--- src/inc/oic_map.svh ---
// Register addresses, field positions, seeds and last bit indices of the checker.
`ifndef OIC_MAP_SVH
`define OIC_MAP_SVH
`define OIC_ADDR_STATUS   8'h0C
`define OIC_ADDR_MAKER    8'h0D
`define OIC_SC_USER_OK    4
`define OIC_SC_FACT_OK    2
`define OIC_SC_OFFS_OK    1
`define OIC_CRC_SEED      3'h7
`define OIC_F_LAST        6'h2F
`define OIC_U_LAST        6'h3F
`define OIC_MAKER_ZERO    8'h00
// Default maker nibbles; the values are arbitrary.
`define OIC_MAKER_DEF_HI  4'hA
`define OIC_MAKER_DEF_LO  4'h5
`endif

--- src/inc/oic_pkg.sv ---
// Types shared by the OTP integrity checker.
package oic_pkg;
    // Factory shadow copy: registers 0x00..0x04, config bits, stored CRC.
    typedef struct packed {
        logic [7:0] cfgBits;
        logic [7:0] reg04;
        logic [7:0] reg03;
        logic [7:0] reg02;
        logic [7:0] reg01;
        logic [7:0] reg00;
        logic [2:0] storedCrc;
    } oic_factory_t;
    // User shadow copy: registers 0x05..0x0B and 0x0D, stored code.
    typedef struct packed {
        logic [7:0] reg0D;
        logic [7:0] reg0B;
        logic [7:0] reg0A;
        logic [7:0] reg09;
        logic [7:0] reg08;
        logic [7:0] reg07;
        logic [7:0] reg06;
        logic [7:0] reg05;
        logic [2:0] storedCode;
    } oic_user_t;
    typedef struct packed {
        logic [5:0] fCnt;
        logic [2:0] fCrc;
        logic [5:0] uCnt;
        logic [2:0] uCrc;
        logic       fOk;
        logic       uOk;
        logic       offOk;
        logic       progPend;
        logic       nvmWr;
        logic [2:0] nvmCode;
        logic [3:0] makerHi;
        logic [3:0] makerLo;
        logic [7:0] rdData;
    } oic_state_t;
endpackage : oic_pkg

--- src/rtl/otp_integrity_check.sv ---
// OTP integrity checker: factory CRC, user code, status and maker code.
//
// Summary of operation
// - Offset ok flag goes to 0 when acceleration reaches offset limit.
// - Maker code is an 8-bit user OTP byte at 0x0D, init data only.
// - Zero maker code sends default nibbles, else upper then lower nibble.
// - Factory CRC check runs only while factory lock is set.
// - Factory CRC uses x^3+x+1, seeded with 111 each pass.
// - Factory CRC covers registers 0x00..0x04 and config bits, not lock.
// - Bits enter LSB first, registers in ascending address order.
// - Mismatch against stored 3-bit CRC clears factory ok flag.
// - Both checks read shadow register copies, never fuse cells.
// - User check is independent and runs only with user lock set.
// - Program command with user lock computes user code, writes NVM.
// - User code covers 0x05..0x0B and 0x0D, excluding user lock.
// - User code mismatch clears user ok flag.
// - Cleared integrity flags stay cleared until device reset.
// - Factory ok flag reads 0 after CRC error, 1 when clean.
`timescale 1ns/1ns
`default_nettype none
`include "oic_map.svh"
module otp_integrity_check (
    input  wire logic               clk_sys,
    input  wire logic               rst_n,
    input  wire oic_pkg::oic_factory_t factoryShadow,
    input  wire logic               factoryLock,
    input  wire oic_pkg::oic_user_t userShadow,
    input  wire logic               userLock,
    input  wire logic               userCodeProgrammed,
    input  wire logic               progExecute,
    input  wire logic               offsetLimitHit,
    input  wire logic [7:0]         regAddr,
    output wire logic [7:0]         regRdData,
    output wire logic [7:0]         statusCheck,
    output wire logic               nvmCodeWrite,
    output wire logic [2:0]         nvmCodeValue,
    output wire logic [3:0]         initMakerFieldUpper,
    output wire logic [3:0]         initMakerFieldLower
);
    import oic_pkg::*;

    // ************************************************************
    // Helper functions
    // ************************************************************
    // One serial step of the x^3+x+1 CRC, data bit entering at the top.
    function automatic logic [2:0] crcStep(input logic [2:0] c,
                                           input logic       d);
        logic fb;
        fb = d ^ c[2];
        crcStep = {c[1], c[0] ^ fb, fb};
    endfunction : crcStep

    // Status byte built from the three ok flags; other bits read zero.
    function automatic logic [7:0] statusByte(input logic fOk,
                                              input logic uOk,
                                              input logic oOk);
        logic [7:0] s;
        s = 8'h00;
        s[`OIC_SC_USER_OK] = uOk;
        s[`OIC_SC_FACT_OK] = fOk;
        s[`OIC_SC_OFFS_OK] = oOk;
        statusByte = s;
    endfunction : statusByte

    // ************************************************************
    // Covered bit streams
    // ************************************************************
    // Only shadow copies are wired in; fuse cells never reach here.
    logic [47:0] factoryBits;
    logic [63:0] userBits;
    assign factoryBits = {factoryShadow.cfgBits, factoryShadow.reg04,
                          factoryShadow.reg03, factoryShadow.reg02,
                          factoryShadow.reg01,
                          factoryShadow.reg00};
    assign userBits = {userShadow.reg0D, userShadow.reg0B,
                       userShadow.reg0A, userShadow.reg09,
                       userShadow.reg08, userShadow.reg07,
                       userShadow.reg06, userShadow.reg05};

    // ************************************************************
    // State
    // ************************************************************
    oic_state_t st_q;
    oic_state_t st_d;
    logic [2:0] fNext;
    logic [2:0] uNext;
    logic       fEnd;
    logic       uEnd;
    logic       userCheckEn;

    assign fNext = crcStep(st_q.fCrc, factoryBits[st_q.fCnt]);
    assign uNext = crcStep(st_q.uCrc, userBits[st_q.uCnt]);
    assign fEnd = (st_q.fCnt == `OIC_F_LAST);
    assign uEnd = (st_q.uCnt == `OIC_U_LAST);
    assign userCheckEn = userLock & userCodeProgrammed;

    always_comb begin
        st_d = st_q;
        st_d.nvmWr = 1'b0;
        // Factory pass; an unlocked array parks the engine at the seed.
        if (!factoryLock) begin
            st_d.fCnt = 6'h00;
            st_d.fCrc = `OIC_CRC_SEED;
        end else if (fEnd) begin
            st_d.fCnt = 6'h00;
            st_d.fCrc = `OIC_CRC_SEED;
            if (fNext != factoryShadow.storedCrc) begin
                st_d.fOk = 1'b0;
            end
        end else begin
            st_d.fCnt = st_q.fCnt + 6'h01;
            st_d.fCrc = fNext;
        end
        // User pass runs whenever locked so a program request can finish.
        if (!userLock) begin
            st_d.uCnt = 6'h00;
            st_d.uCrc = `OIC_CRC_SEED;
            st_d.progPend = 1'b0;
        end else if (uEnd) begin
            st_d.uCnt = 6'h00;
            st_d.uCrc = `OIC_CRC_SEED;
            if (userCheckEn && (uNext != userShadow.storedCode)) begin
                st_d.uOk = 1'b0;
            end
            if (st_q.progPend) begin
                st_d.nvmWr = 1'b1;
                st_d.nvmCode = uNext;
                st_d.progPend = 1'b0;
            end
        end else begin
            st_d.uCnt = st_q.uCnt + 6'h01;
            st_d.uCrc = uNext;
        end
        // A request during the last bit waits for the next full pass.
        if (progExecute && userLock) begin
            st_d.progPend = 1'b1;
        end
        if (offsetLimitHit) begin
            st_d.offOk = 1'b0;
        end
        // Maker code only shapes init data, nothing in sensing.
        if (userShadow.reg0D == `OIC_MAKER_ZERO) begin
            st_d.makerHi = `OIC_MAKER_DEF_HI;
            st_d.makerLo = `OIC_MAKER_DEF_LO;
        end else begin
            st_d.makerHi = userShadow.reg0D[7:4];
            st_d.makerLo = userShadow.reg0D[3:0];
        end
        if (regAddr == `OIC_ADDR_STATUS) begin
            st_d.rdData = statusByte(st_q.fOk, st_q.uOk, st_q.offOk);
        end else if (regAddr == `OIC_ADDR_MAKER) begin
            st_d.rdData = userShadow.reg0D;
        end else begin
            st_d.rdData = 8'h00;
        end
    end

    // Flags only ever fall here; reset is the sole way back to 1.
    always_ff @(posedge clk_sys or negedge rst_n) begin
        if (!rst_n) begin
            st_q <= '{fCnt: 6'h00, fCrc: `OIC_CRC_SEED, uCnt: 6'h00,
                      uCrc: `OIC_CRC_SEED, fOk: 1'b1, uOk: 1'b1,
                      offOk: 1'b1, progPend: 1'b0, nvmWr: 1'b0,
                      nvmCode: 3'h0, makerHi: 4'h0, makerLo: 4'h0,
                      rdData: 8'h00};
        end else begin
            st_q <= st_d;
        end
    end

    // ************************************************************
    // Outputs
    // ************************************************************
    logic [7:0] statusLive;
    assign statusLive = statusByte(st_q.fOk, st_q.uOk, st_q.offOk);
    assign statusCheck = statusLive;
    assign regRdData = st_q.rdData;
    assign nvmCodeWrite = st_q.nvmWr;
    assign nvmCodeValue = st_q.nvmCode;
    assign initMakerFieldUpper = st_q.makerHi;
    assign initMakerFieldLower = st_q.makerLo;

    // ************************************************************
    // Assertions
    // ************************************************************
    a_offset_clear: assert property (
        @(posedge clk_sys) disable iff (!rst_n)
        offsetLimitHit |=> !st_q.offOk)
        else $error("offset flag not cleared");

    a_offset_sticky: assert property (
        @(posedge clk_sys) disable iff (!rst_n)
        !st_q.offOk |=> !st_q.offOk)
        else $error("offset flag recovered");

    a_maker_default: assert property (
        @(posedge clk_sys) disable iff (!rst_n)
        userShadow.reg0D == `OIC_MAKER_ZERO |=>
        st_q.makerHi == `OIC_MAKER_DEF_HI &&
        st_q.makerLo == `OIC_MAKER_DEF_LO)
        else $error("default maker code not sent");

    a_maker_nibbles: assert property (
        @(posedge clk_sys) disable iff (!rst_n)
        userShadow.reg0D != `OIC_MAKER_ZERO |=>
        {st_q.makerHi, st_q.makerLo} == $past(userShadow.reg0D))
        else $error("maker nibbles wrong");

    a_read_status: assert property (
        @(posedge clk_sys) disable iff (!rst_n)
        regAddr == `OIC_ADDR_STATUS |=> regRdData == $past(statusLive))
        else $error("status readback wrong");

    a_read_maker: assert property (
        @(posedge clk_sys) disable iff (!rst_n)
        regAddr == `OIC_ADDR_MAKER |=>
        regRdData == $past(userShadow.reg0D))
        else $error("maker readback wrong");

    a_read_unmapped: assert property (
        @(posedge clk_sys) disable iff (!rst_n)
        regAddr != `OIC_ADDR_STATUS && regAddr != `OIC_ADDR_MAKER |=>
        regRdData == 8'h00)
        else $error("unmapped address read nonzero");

    // ************************************************************
    // Factory engine and integrity flag assertions
    // ************************************************************
    // Stepping is checked bit by bit, so a skipped or repeated bit is
    // caught in the cycle it happens rather than only at the compare.
    a_factory_park: assert property (
        @(posedge clk_sys) disable iff (!rst_n)
        !factoryLock |=> st_q.fCnt == 6'h00 && st_q.fCrc == `OIC_CRC_SEED)
        else $error("factory engine ran while unlocked");

    a_factory_lock: assert property (
        @(posedge clk_sys) disable iff (!rst_n)
        $fell(st_q.fOk) |-> $past(factoryLock))
        else $error("factory fault while unlocked");

    a_factory_seed: assert property (
        @(posedge clk_sys) disable iff (!rst_n)
        factoryLock && st_q.fCnt == 6'h00 |-> st_q.fCrc == `OIC_CRC_SEED)
        else $error("factory pass not seeded");

    a_factory_step: assert property (
        @(posedge clk_sys) disable iff (!rst_n)
        factoryLock && !fEnd |=>
        st_q.fCnt == $past(st_q.fCnt) + 6'h01 && st_q.fCrc == $past(fNext))
        else $error("factory pass skipped a bit");

    a_factory_compare: assert property (
        @(posedge clk_sys) disable iff (!rst_n)
        factoryLock && fEnd && fNext != factoryShadow.storedCrc |=>
        !st_q.fOk)
        else $error("factory mismatch not flagged");

    a_factory_pass: assert property (
        @(posedge clk_sys) disable iff (!rst_n)
        $fell(st_q.fOk) |-> $past(st_q.fCnt) == `OIC_F_LAST &&
        st_q.fCnt == 6'h00 && st_q.fCrc == `OIC_CRC_SEED)
        else $error("factory flag fell mid pass");

    a_flags_sticky: assert property (
        @(posedge clk_sys) disable iff (!rst_n)
        !st_q.fOk || !st_q.uOk |=>
        $past(st_q.fOk) >= st_q.fOk && $past(st_q.uOk) >= st_q.uOk)
        else $error("integrity flag recovered");

    // ************************************************************
    // User engine and programming assertions
    // ************************************************************
    a_user_park: assert property (
        @(posedge clk_sys) disable iff (!rst_n)
        !userLock |=> st_q.uCnt == 6'h00 && st_q.uCrc == `OIC_CRC_SEED &&
        !st_q.progPend)
        else $error("user engine ran while unlocked");

    a_user_seed: assert property (
        @(posedge clk_sys) disable iff (!rst_n)
        userLock && st_q.uCnt == 6'h00 |-> st_q.uCrc == `OIC_CRC_SEED)
        else $error("user pass not seeded");

    a_user_step: assert property (
        @(posedge clk_sys) disable iff (!rst_n)
        userLock && !uEnd |=>
        st_q.uCnt == $past(st_q.uCnt) + 6'h01 && st_q.uCrc == $past(uNext))
        else $error("user pass skipped a bit");

    a_user_compare: assert property (
        @(posedge clk_sys) disable iff (!rst_n)
        userCheckEn && uEnd && uNext != userShadow.storedCode |=>
        !st_q.uOk)
        else $error("user mismatch not flagged");

    a_user_enable: assert property (
        @(posedge clk_sys) disable iff (!rst_n)
        $fell(st_q.uOk) |-> $past(userCheckEn) &&
        $past(st_q.uCnt) == `OIC_U_LAST)
        else $error("user fault while disabled");

    // A request taken while the lock holds must reach NVM within about
    // two passes; dropping the lock cancels it, hence the lock window.
    a_nvm_write: assert property (
        @(posedge clk_sys) disable iff (!rst_n)
        progExecute && userLock && st_q.uCnt == 6'h00 ##1 userLock[*8]
        |-> ##[56:128] nvmCodeWrite)
        else $error("user code never written");

    a_nvm_value: assert property (
        @(posedge clk_sys) disable iff (!rst_n)
        st_q.progPend && userLock && uEnd |=>
        nvmCodeWrite && nvmCodeValue == $past(uNext))
        else $error("written user code wrong");

    a_nvm_pulse: assert property (
        @(posedge clk_sys) disable iff (!rst_n)
        nvmCodeWrite |=> !nvmCodeWrite)
        else $error("NVM write longer than one cycle");

    a_nvm_refused: assert property (
        @(posedge clk_sys) disable iff (!rst_n)
        !userLock |=> !nvmCodeWrite)
        else $error("NVM written without user lock");

endmodule : otp_integrity_check
`default_nettype wire

--- config.mk ---
export PLATFORM = sky130hd
export DESIGN_NAME = otp_integrity_check
export DESIGN_NICKNAME = d
export VERILOG_FILES = /design/src/inc/oic_pkg.sv /design/src/rtl/otp_integrity_check.sv
export VERILOG_INCLUDE_DIRS = /design/src /design/src/inc
export SDC_FILE = /design/constraint.sdc
export NUM_CORES = 1
export LEC_CHECK = 0
export BUFFER_PORTS_ARGS = -buffer_cell sky130_fd_sc_hd__buf_2
export CORE_ASPECT_RATIO = 0.9
export CORE_MARGIN = 8
export CORE_UTILIZATION = 47
export CTS_BUF_LIST = sky130_fd_sc_hd__clkbuf_4 sky130_fd_sc_hd__clkbuf_8
export CTS_CLUSTER_SIZE = 28
export DETAILED_ROUTE_END_ITERATION = 6
export PLACE_DENSITY = 0.83
export SKIP_CTS_REPAIR_TIMING = 1
export SLEW_MARGIN = 5
export SYNTH_ARGS = -nofsm -noshare
export SYNTH_HDL_FRONTEND = slang
export SYNTH_SLANG_ARGS = --single-unit
export TNS_END_PERCENT = 20
--- constraint.sdc ---
create_clock -name clk_sys -period 2.8 [get_ports clk_sys]
set_input_delay 0.42 -clock clk_sys [delete_from_list [all_inputs] [get_ports clk_sys]]
set_output_delay 0.42 -clock clk_sys [all_outputs]
set_load 0.1 [all_outputs]
==> impl_metrics.yaml, run 1 <==
synthesis:
  synth_adder_area_share_pct: 0.832
  synth_cell_types: 48
  seq_area_frac_synth_pct: 35.3
  avgSynthCellArea_um2: 11.0
  synth-compound-area-share_pct: 5.82
  postSynthCellCount: 273
  ys_seq_elements: 42
  synth_top_family_by_area: "multiplexers"
  synth_top_area_share_pct: 27.4
  synth-main-ff-cell: "dfrtp_1"
  async_reset_ff_share_pct: 100
  synth-edff-count: 0
  synth_xor_area_share_pct: 4.82
  synth-simple-area-share_pct: 16.3
  synth.area.mux_share_pct: 26.1
  syn_area_um2: 3010
  yosys_warnings: 0
  synthTopCellsByArea: "dfrtp_1 (27%), mux4_2 (15%), dfstp_2 (7.9%)"
  synth_top_area_cell: "dfrtp_1"
route:
  wire_per_inst_um: 16.3
  dr.pass1.iters: 4
  ant_nets: 0
  dr_total_vias: 2536
  via_per_inst: 5.20
  drc: 0
  postRouteWirelength_um: 7960
  drtIter0Drc: 109
timing:
  timing.final.crit_share_pct: 93.4
  hold_ws_ns: 0.248
  rsz0062_at_grt: "no"
  slew_viol_final: 0
  fmax_mhz: 382
  hold_viol_final: 0
  fin_worst_skew_ns: 0.00599
  slew_headroom_pct: 40.4
  period_needed_ns: 2.62
  setup_tns_ns: 0
  worst_pin_slew_ns: 0.894
  setup_viol: 0
floorplan:
  start_util_pct: 48.9
  core_um2: 6150
  ios: 161
  fp.dieH_um: 91.9
  die_x_um: 100
  die_area_um2: 9220
  rows: 27
clock_tree:
  clkLatencyLatePin_ns: 0.28
  clkSlewWorstSetupHoldPaths_ns: 0.07
  cts_tree: "built"
  cts_buffers: 5
  htreeDepth: 2
  root_buffer: "clkbuf_8"
  clock-sinks: 42
  cts.path.max_buffers: 2
global_routing:
  grt_use_met2_pct: 30.1
  grt_pass1_vias: 2746
  grt_use_met3_pct: 5.29
  grt_max_degree: 43
  grt_pass1_wl_um: 13000
  grt-busiest-layer: "met2"
  overflow: 0
  antenna_found_initial: 0
  grt.total_usage_pct: 17.1
  met1_usage_pct: 19.4
power_and_ir_drop:
  switching_power_uw: 461
  power_density_nw_per_um2: 413
  vdd_drop_max_uv: 234
  p_int_mw: 1.10
  pwr-share-seq_pct: 43.8
  p_leak_nw: 1.87
  p_clk_share_pct: 25.2
  sw_frac_of_total_pct: 29.6
  combPwrFrac_pct: 31.0
critical_path:
  path_max_fanout: 8
  worstPathArrival_ns: 2.83
  cp.required_ns: 3.01
  critPathLaunchType: "flip-flop"
  worstSetupPathType: "reg2reg"
  endpoint_kind: "flip-flop"
layout:
  area_growth_pct: 25.1
  layout-drive-gt1-share_pct: 52.6
  fin_util_pct: 61.2
  layout.nets: 535
  n_antenna_cell: 0
place:
  gp_congestion: 0.820
  port_buffers: 155
  place_hpwl_um: 6740
min_path:
  worst_hold_path_type: "in2reg"
outcome:
  status: "finished clean"
flow_run:
  maxCapViolCount: 0
-- per-layer routing --
layer / vias to the layer above / wire length [µm]
li1: 1206 / -
met1: 1201 / 3190
met2: 115 / 4000
met3: 14 / 659
met4: 0 / 106
met5: - / 0
-- layout make-up --
cell class,instances,area (µm²)
clock buffer,7,90.1
clock inverter,1,5.00
fill,514,2380
inverter,7,26.3
multi-input combinational,183,1640
sequential,42,1060
tap,87,109
timing repair buffer,161,833
-- cell usage after synthesis, types with 2 or more instances --
library cell / count
inv_1: 7
mux4_1: 4
buf_2: 4
and3_1: 6
xnor2_1: 2
nor2_1: 14
nand3_1: 9
a22oi_1: 3
buf_6: 2
a311oi_1: 2
buf_1: 2
xor2_1: 12
nand2b_1: 9
o21ai_0: 4
nand2_1: 20
mux2i_1: 15
dfstp_2: 9
nor3_1: 4
a21oi_1: 3
nor4_1: 4
or2_2: 2
mux2_2: 7
a31oi_1: 3
clkbuf_1: 8
ha_1: 2
buf_4: 29
a221oi_1: 2
nor2b_1: 4
mux4_2: 20
dfrtp_1: 33
and2_1: 11
-- kinds of logic (layout without fill, tap and decap cells) --
kind of cell,Yosys count,after routing
AO/OA/AOI/OAI,24,24
XOR/XNOR,15,15
adder cells (fa/ha/maj),2,2
buffers and inverters,52,176
flip-flops,42,42
multiplexers,46,46
other,1,5
AND/OR/NAND/NOR,91,91
-- placed cells by master, fill, tap and decap left out, types with 3 or more instances in the layout --
cell	count
o21ai_0	4
nor4_1	4
dfstp_2	9
mux4_2	20
and3_1	6
nor3_1	4
inv_1	7
nand3_1	9
xor2_1	12
nand2_1	20
and2_1	11
a22oi_1	3
nor2b_1	4
mux2i_1	15
conb_1	5
mux4_1	4
nor2_1	14
a31oi_1	3
dfrtp_1	33
buf_2	155
nand2b_1	9
a21oi_1	3
clkbuf_8	6
buf_4	5
mux2_2	7
-- state kept, by name, summed over array words and instances, names as in the netlist --
register / flops
initMakerFieldLower: 4
nvmCodeValue: 3
st_q: 18
statusCheck: 3
regRdData: 8
nvmCodeWrite: 1
fNext: 1
initMakerFieldUpper: 4
-- final timing paths --
path                                                 start  cells after the start                           to  slack [ns]
worst max-delay path                    st_q[36]$_DFF_PN0_                      7           fNext[2]$_DFF_PN1_        0.18
worst min-delay path                        offsetLimitHit                      2   statusCheck[1]$_DFFE_PN1P_        0.25
worst max register to register          st_q[36]$_DFF_PN0_                      7           fNext[2]$_DFF_PN1_        0.18
worst min register to register  statusCheck[4]$_DFFE_PN1P_                      2   statusCheck[4]$_DFFE_PN1P_        0.46
max in group asynchronous                            rst_n                      1           st_q[41]$_DFF_PN0_        1.98
min in group asynchronous                            rst_n                      1  nvmCodeValue[0]$_DFFE_PN0P_        0.26
-- critical path: stages, from the launching register on --
cell and delay [ns]:
dfrtp_1 0.57, mux4_1 0.63, mux4_2 0.48, nor2b_4 0.14, mux2i_1 0.13, nor3_2 0.34, xor2_1 0.18, nand2b_1 0.08
-- through the flow --
step,std cells,power (mW),setup WS [ns],instance area (µm²)
floorplan,277,1.03,0.509,3020
global placement,480,1.16,0.310,3670
detailed placement,480,1.18,0.199,3670
CTS,488,1.57,0.185,3760
global route,488,1.65,0.117,3760
finish,488,1.56,0.184,3760
-- power groups by stage --
stage | logic, mW | clock network [mW] | registers (mW)
5_1_grt | 0.524 | 0.434 | 0.686
3_5_place_dp | 0.482 | 0 | 0.693
6_report | 0.482 | 0.392 | 0.682
3_3_place_gp | 0.469 | 0 | 0.691
4_1_cts | 0.484 | 0.404 | 0.682
2_1_floorplan | 0.352 | 0 | 0.678
(Power assumes the default switching activity.)
==> run 2, diff against run 1 <==
- CAP_MARGIN: unset -> 20
- CORE_UTILIZATION: 47 -> 50
- PLACE_DENSITY: 0.83 -> 0.88
- RECOVER_POWER: unset -> 50
- clock period: 2.8 -> 3.4 ns (I/O delays scaled with it)
==> impl_metrics.yaml, run 2 (synthesized netlist as in run 1, its figures left out) <==
outcome:
  status: "finished with violations"
  violations: "capacitance limit, slew limit"
critical_path:
  max_stage_delay_ns: 0.80
  cp_slowest_cell: "dfrtp_1"
  endpoint_kind: "flip-flop"
  cp.required_ns: 3.57
  worstSetupPathType: "reg2reg"
  crit_path_start: "st_q[27]$_DFF_PN0_"
  ff2ff_path_depth: 7
  rr_startpoint: "st_q[27]$_DFF_PN0_"
  critPathLaunchType: "flip-flop"
  path_cells: "mux2_2 -> a22o_1 -> a2111oi_0 -> a21oi_1 -> o22a_2 -> xnor2_1 -> o21ai_0"
  path_max_fanout: 15
  crit_family: "compound AO/OA/AOI/OAI gates"
  cp_num_buf_inv: 0
  worstPathArrival_ns: 2.87
  cp.depth: 7
floorplan:
  rows: 26
  core_um2: 5760
  die_x_um: 97.8
  start_util_pct: 52.3
  fp.dieH_um: 89.6
  die_area_um2: 8760
  ios: 161
timing:
  rsz0062_at_grt: "no"
  period_needed_ns: 2.70
  worst_pin_slew_ns: 2.16
  fin_worst_skew_ns: 0.00458
  slew_viol_final: 43
  fmax_mhz: 371
  setup_viol: 0
  setup_tns_ns: 0
  timing.final.crit_share_pct: 79.4
  slew_headroom_pct: -44.2
  hold_viol_final: 0
power_and_ir_drop:
  switching_power_uw: 388
  p_int_uw: 958
  p_leak_nw: 1.84
  pwr-share-seq_pct: 43.0
  p_clk_share_pct: 29.2
  vdd_drop_max_uv: 179
  sw_frac_of_total_pct: 28.8
  combPwrFrac_pct: 27.8
  power_density_nw_per_um2: 362
route:
  ant_nets: 0
  drtIter0Drc: 73
  wire_per_inst_um: 17.5
  dr.pass1.iters: 4
  dr_total_vias: 2540
  postRouteWirelength_um: 8160
  via_per_inst: 5.44
  drc: 0
min_path:
  worst_hold_path_type: "in2reg"
  holdCritStartpoint: "offsetLimitHit"
  hold_path_depth: 2
flow_run:
  maxCapViolCount: 1
place:
  gp_congestion: 0.866
  port_buffers: 155
  dp_cells: 459
  place_hpwl_um: 6990
layout:
  largest_register: "st_q"
  area_growth_pct: 23.4
  layout.area.seq_um2: 1060
  final_common_cell: "buf_2"
  n_antenna_cell: 0
  final.fill_count: 454
  layout.nets: 531
  layout-drive-gt1-share_pct: 50.6
  multi_input_comb_area_um2: 1640
  stdcell_count: 467
  mostFrequentLayoutCells: "buf_2 (150), dfrtp_1 (33), nand2_1 (20), mux4_2 (20), mux2i_1 (15)"
  largest_reg_flops: 18
global_routing:
  grt.total_usage_pct: 18.4
  grt_max_degree: 43
  grt_pass1_wl_um: 12900
  grt_pass1_vias: 2880
  antenna_found_initial: 0
  overflow: 0
clock_tree:
  cts_buffers: 5
  clock-sinks: 42
  clkSlewWorstSetupHoldPaths_ns: 0.07
  cts_tree: "built"
  root_buffer: "clkbuf_8"
  cts.path.max_buffers: 2
  clkLatencyLatePin_ns: 0.29
  htreeDepth: 2
-- run 2: cell types whose count changed in the layout (fill, tap and decap cells not counted), sizes merged --
cell / before / now
buf: 161 / 152
clkinv: 1 / 0
clkbuf: 7 / 12
bufinv: 0 / 1
-- run 2: routing by layer --
metal	global-route usage (%)	vias to the layer above	wire [µm]
met5	0	-	0
met4	7.49	0	191
met3	6.63	18	725
met2	34.1	111	4230
met1	18.8	1207	3010
li1	-	1204	-
-- run 2: metrics by stage --
step                      cell area (µm²)  hold WS (ns)  utilization, %  power [mW]  setup slack, ns
final                                3710         0.338            64.5        1.35            0.701
after global routing                 3710         0.327            64.5        1.42            0.481
after CTS                            3720         0.325            64.6        1.36            0.657
after detailed placement             3600         0.460            62.6       0.964            0.674
after global placement               3600         0.454            62.6       0.946            0.822
after floorplan                      3020         0.214               -       0.848             1.11
-- run 2: cell type report --
| type | count | area share, % |
|---|---|---|
| clock buffer | 7 | 2.26 |
| clock inverter | 1 | 0.809 |
| inverter | 7 | 0.708 |
| multi-input combinational | 183 | 44.1 |
| sequential | 42 | 28.6 |
| tap | 70 | 2.36 |
| timing repair buffer | 157 | 21.1 |
-- run 2: worst paths after layout --
kind                                               endpoint  slack [ns]
max in group asynchronous  initMakerFieldUpper[0]$_DFF_PN0_        1.31
min                              statusCheck[1]$_DFFE_PN1P_        0.34
max                             nvmCodeValue[0]$_DFFE_PN0P_        0.70
max reg2reg                     nvmCodeValue[0]$_DFFE_PN0P_        0.70
min reg2reg                      statusCheck[4]$_DFFE_PN1P_        0.47
min in group asynchronous            nvmCodeWrite$_DFF_PN0_        0.85
-- run 2: power groups by stage --
stage                     registers (mW)  logic [mW]  clock network [mW]
after global routing               0.585       0.405               0.427
after global placement             0.586       0.360                   0
after CTS                          0.578       0.377               0.404
final                              0.579       0.374               0.393
after detailed placement           0.588       0.376                   0
after floorplan                    0.558       0.290                   0
-- run 2: worst reg2reg max path: stages, from the launching register on --
cell and delay, ns:
dfrtp_1 0.80, mux2_2 0.42, a22o_1 0.24, a2111oi_0 0.45, a21oi_1 0.09, o22a_2 0.26, xnor2_1 0.21, o21ai_0 0.11
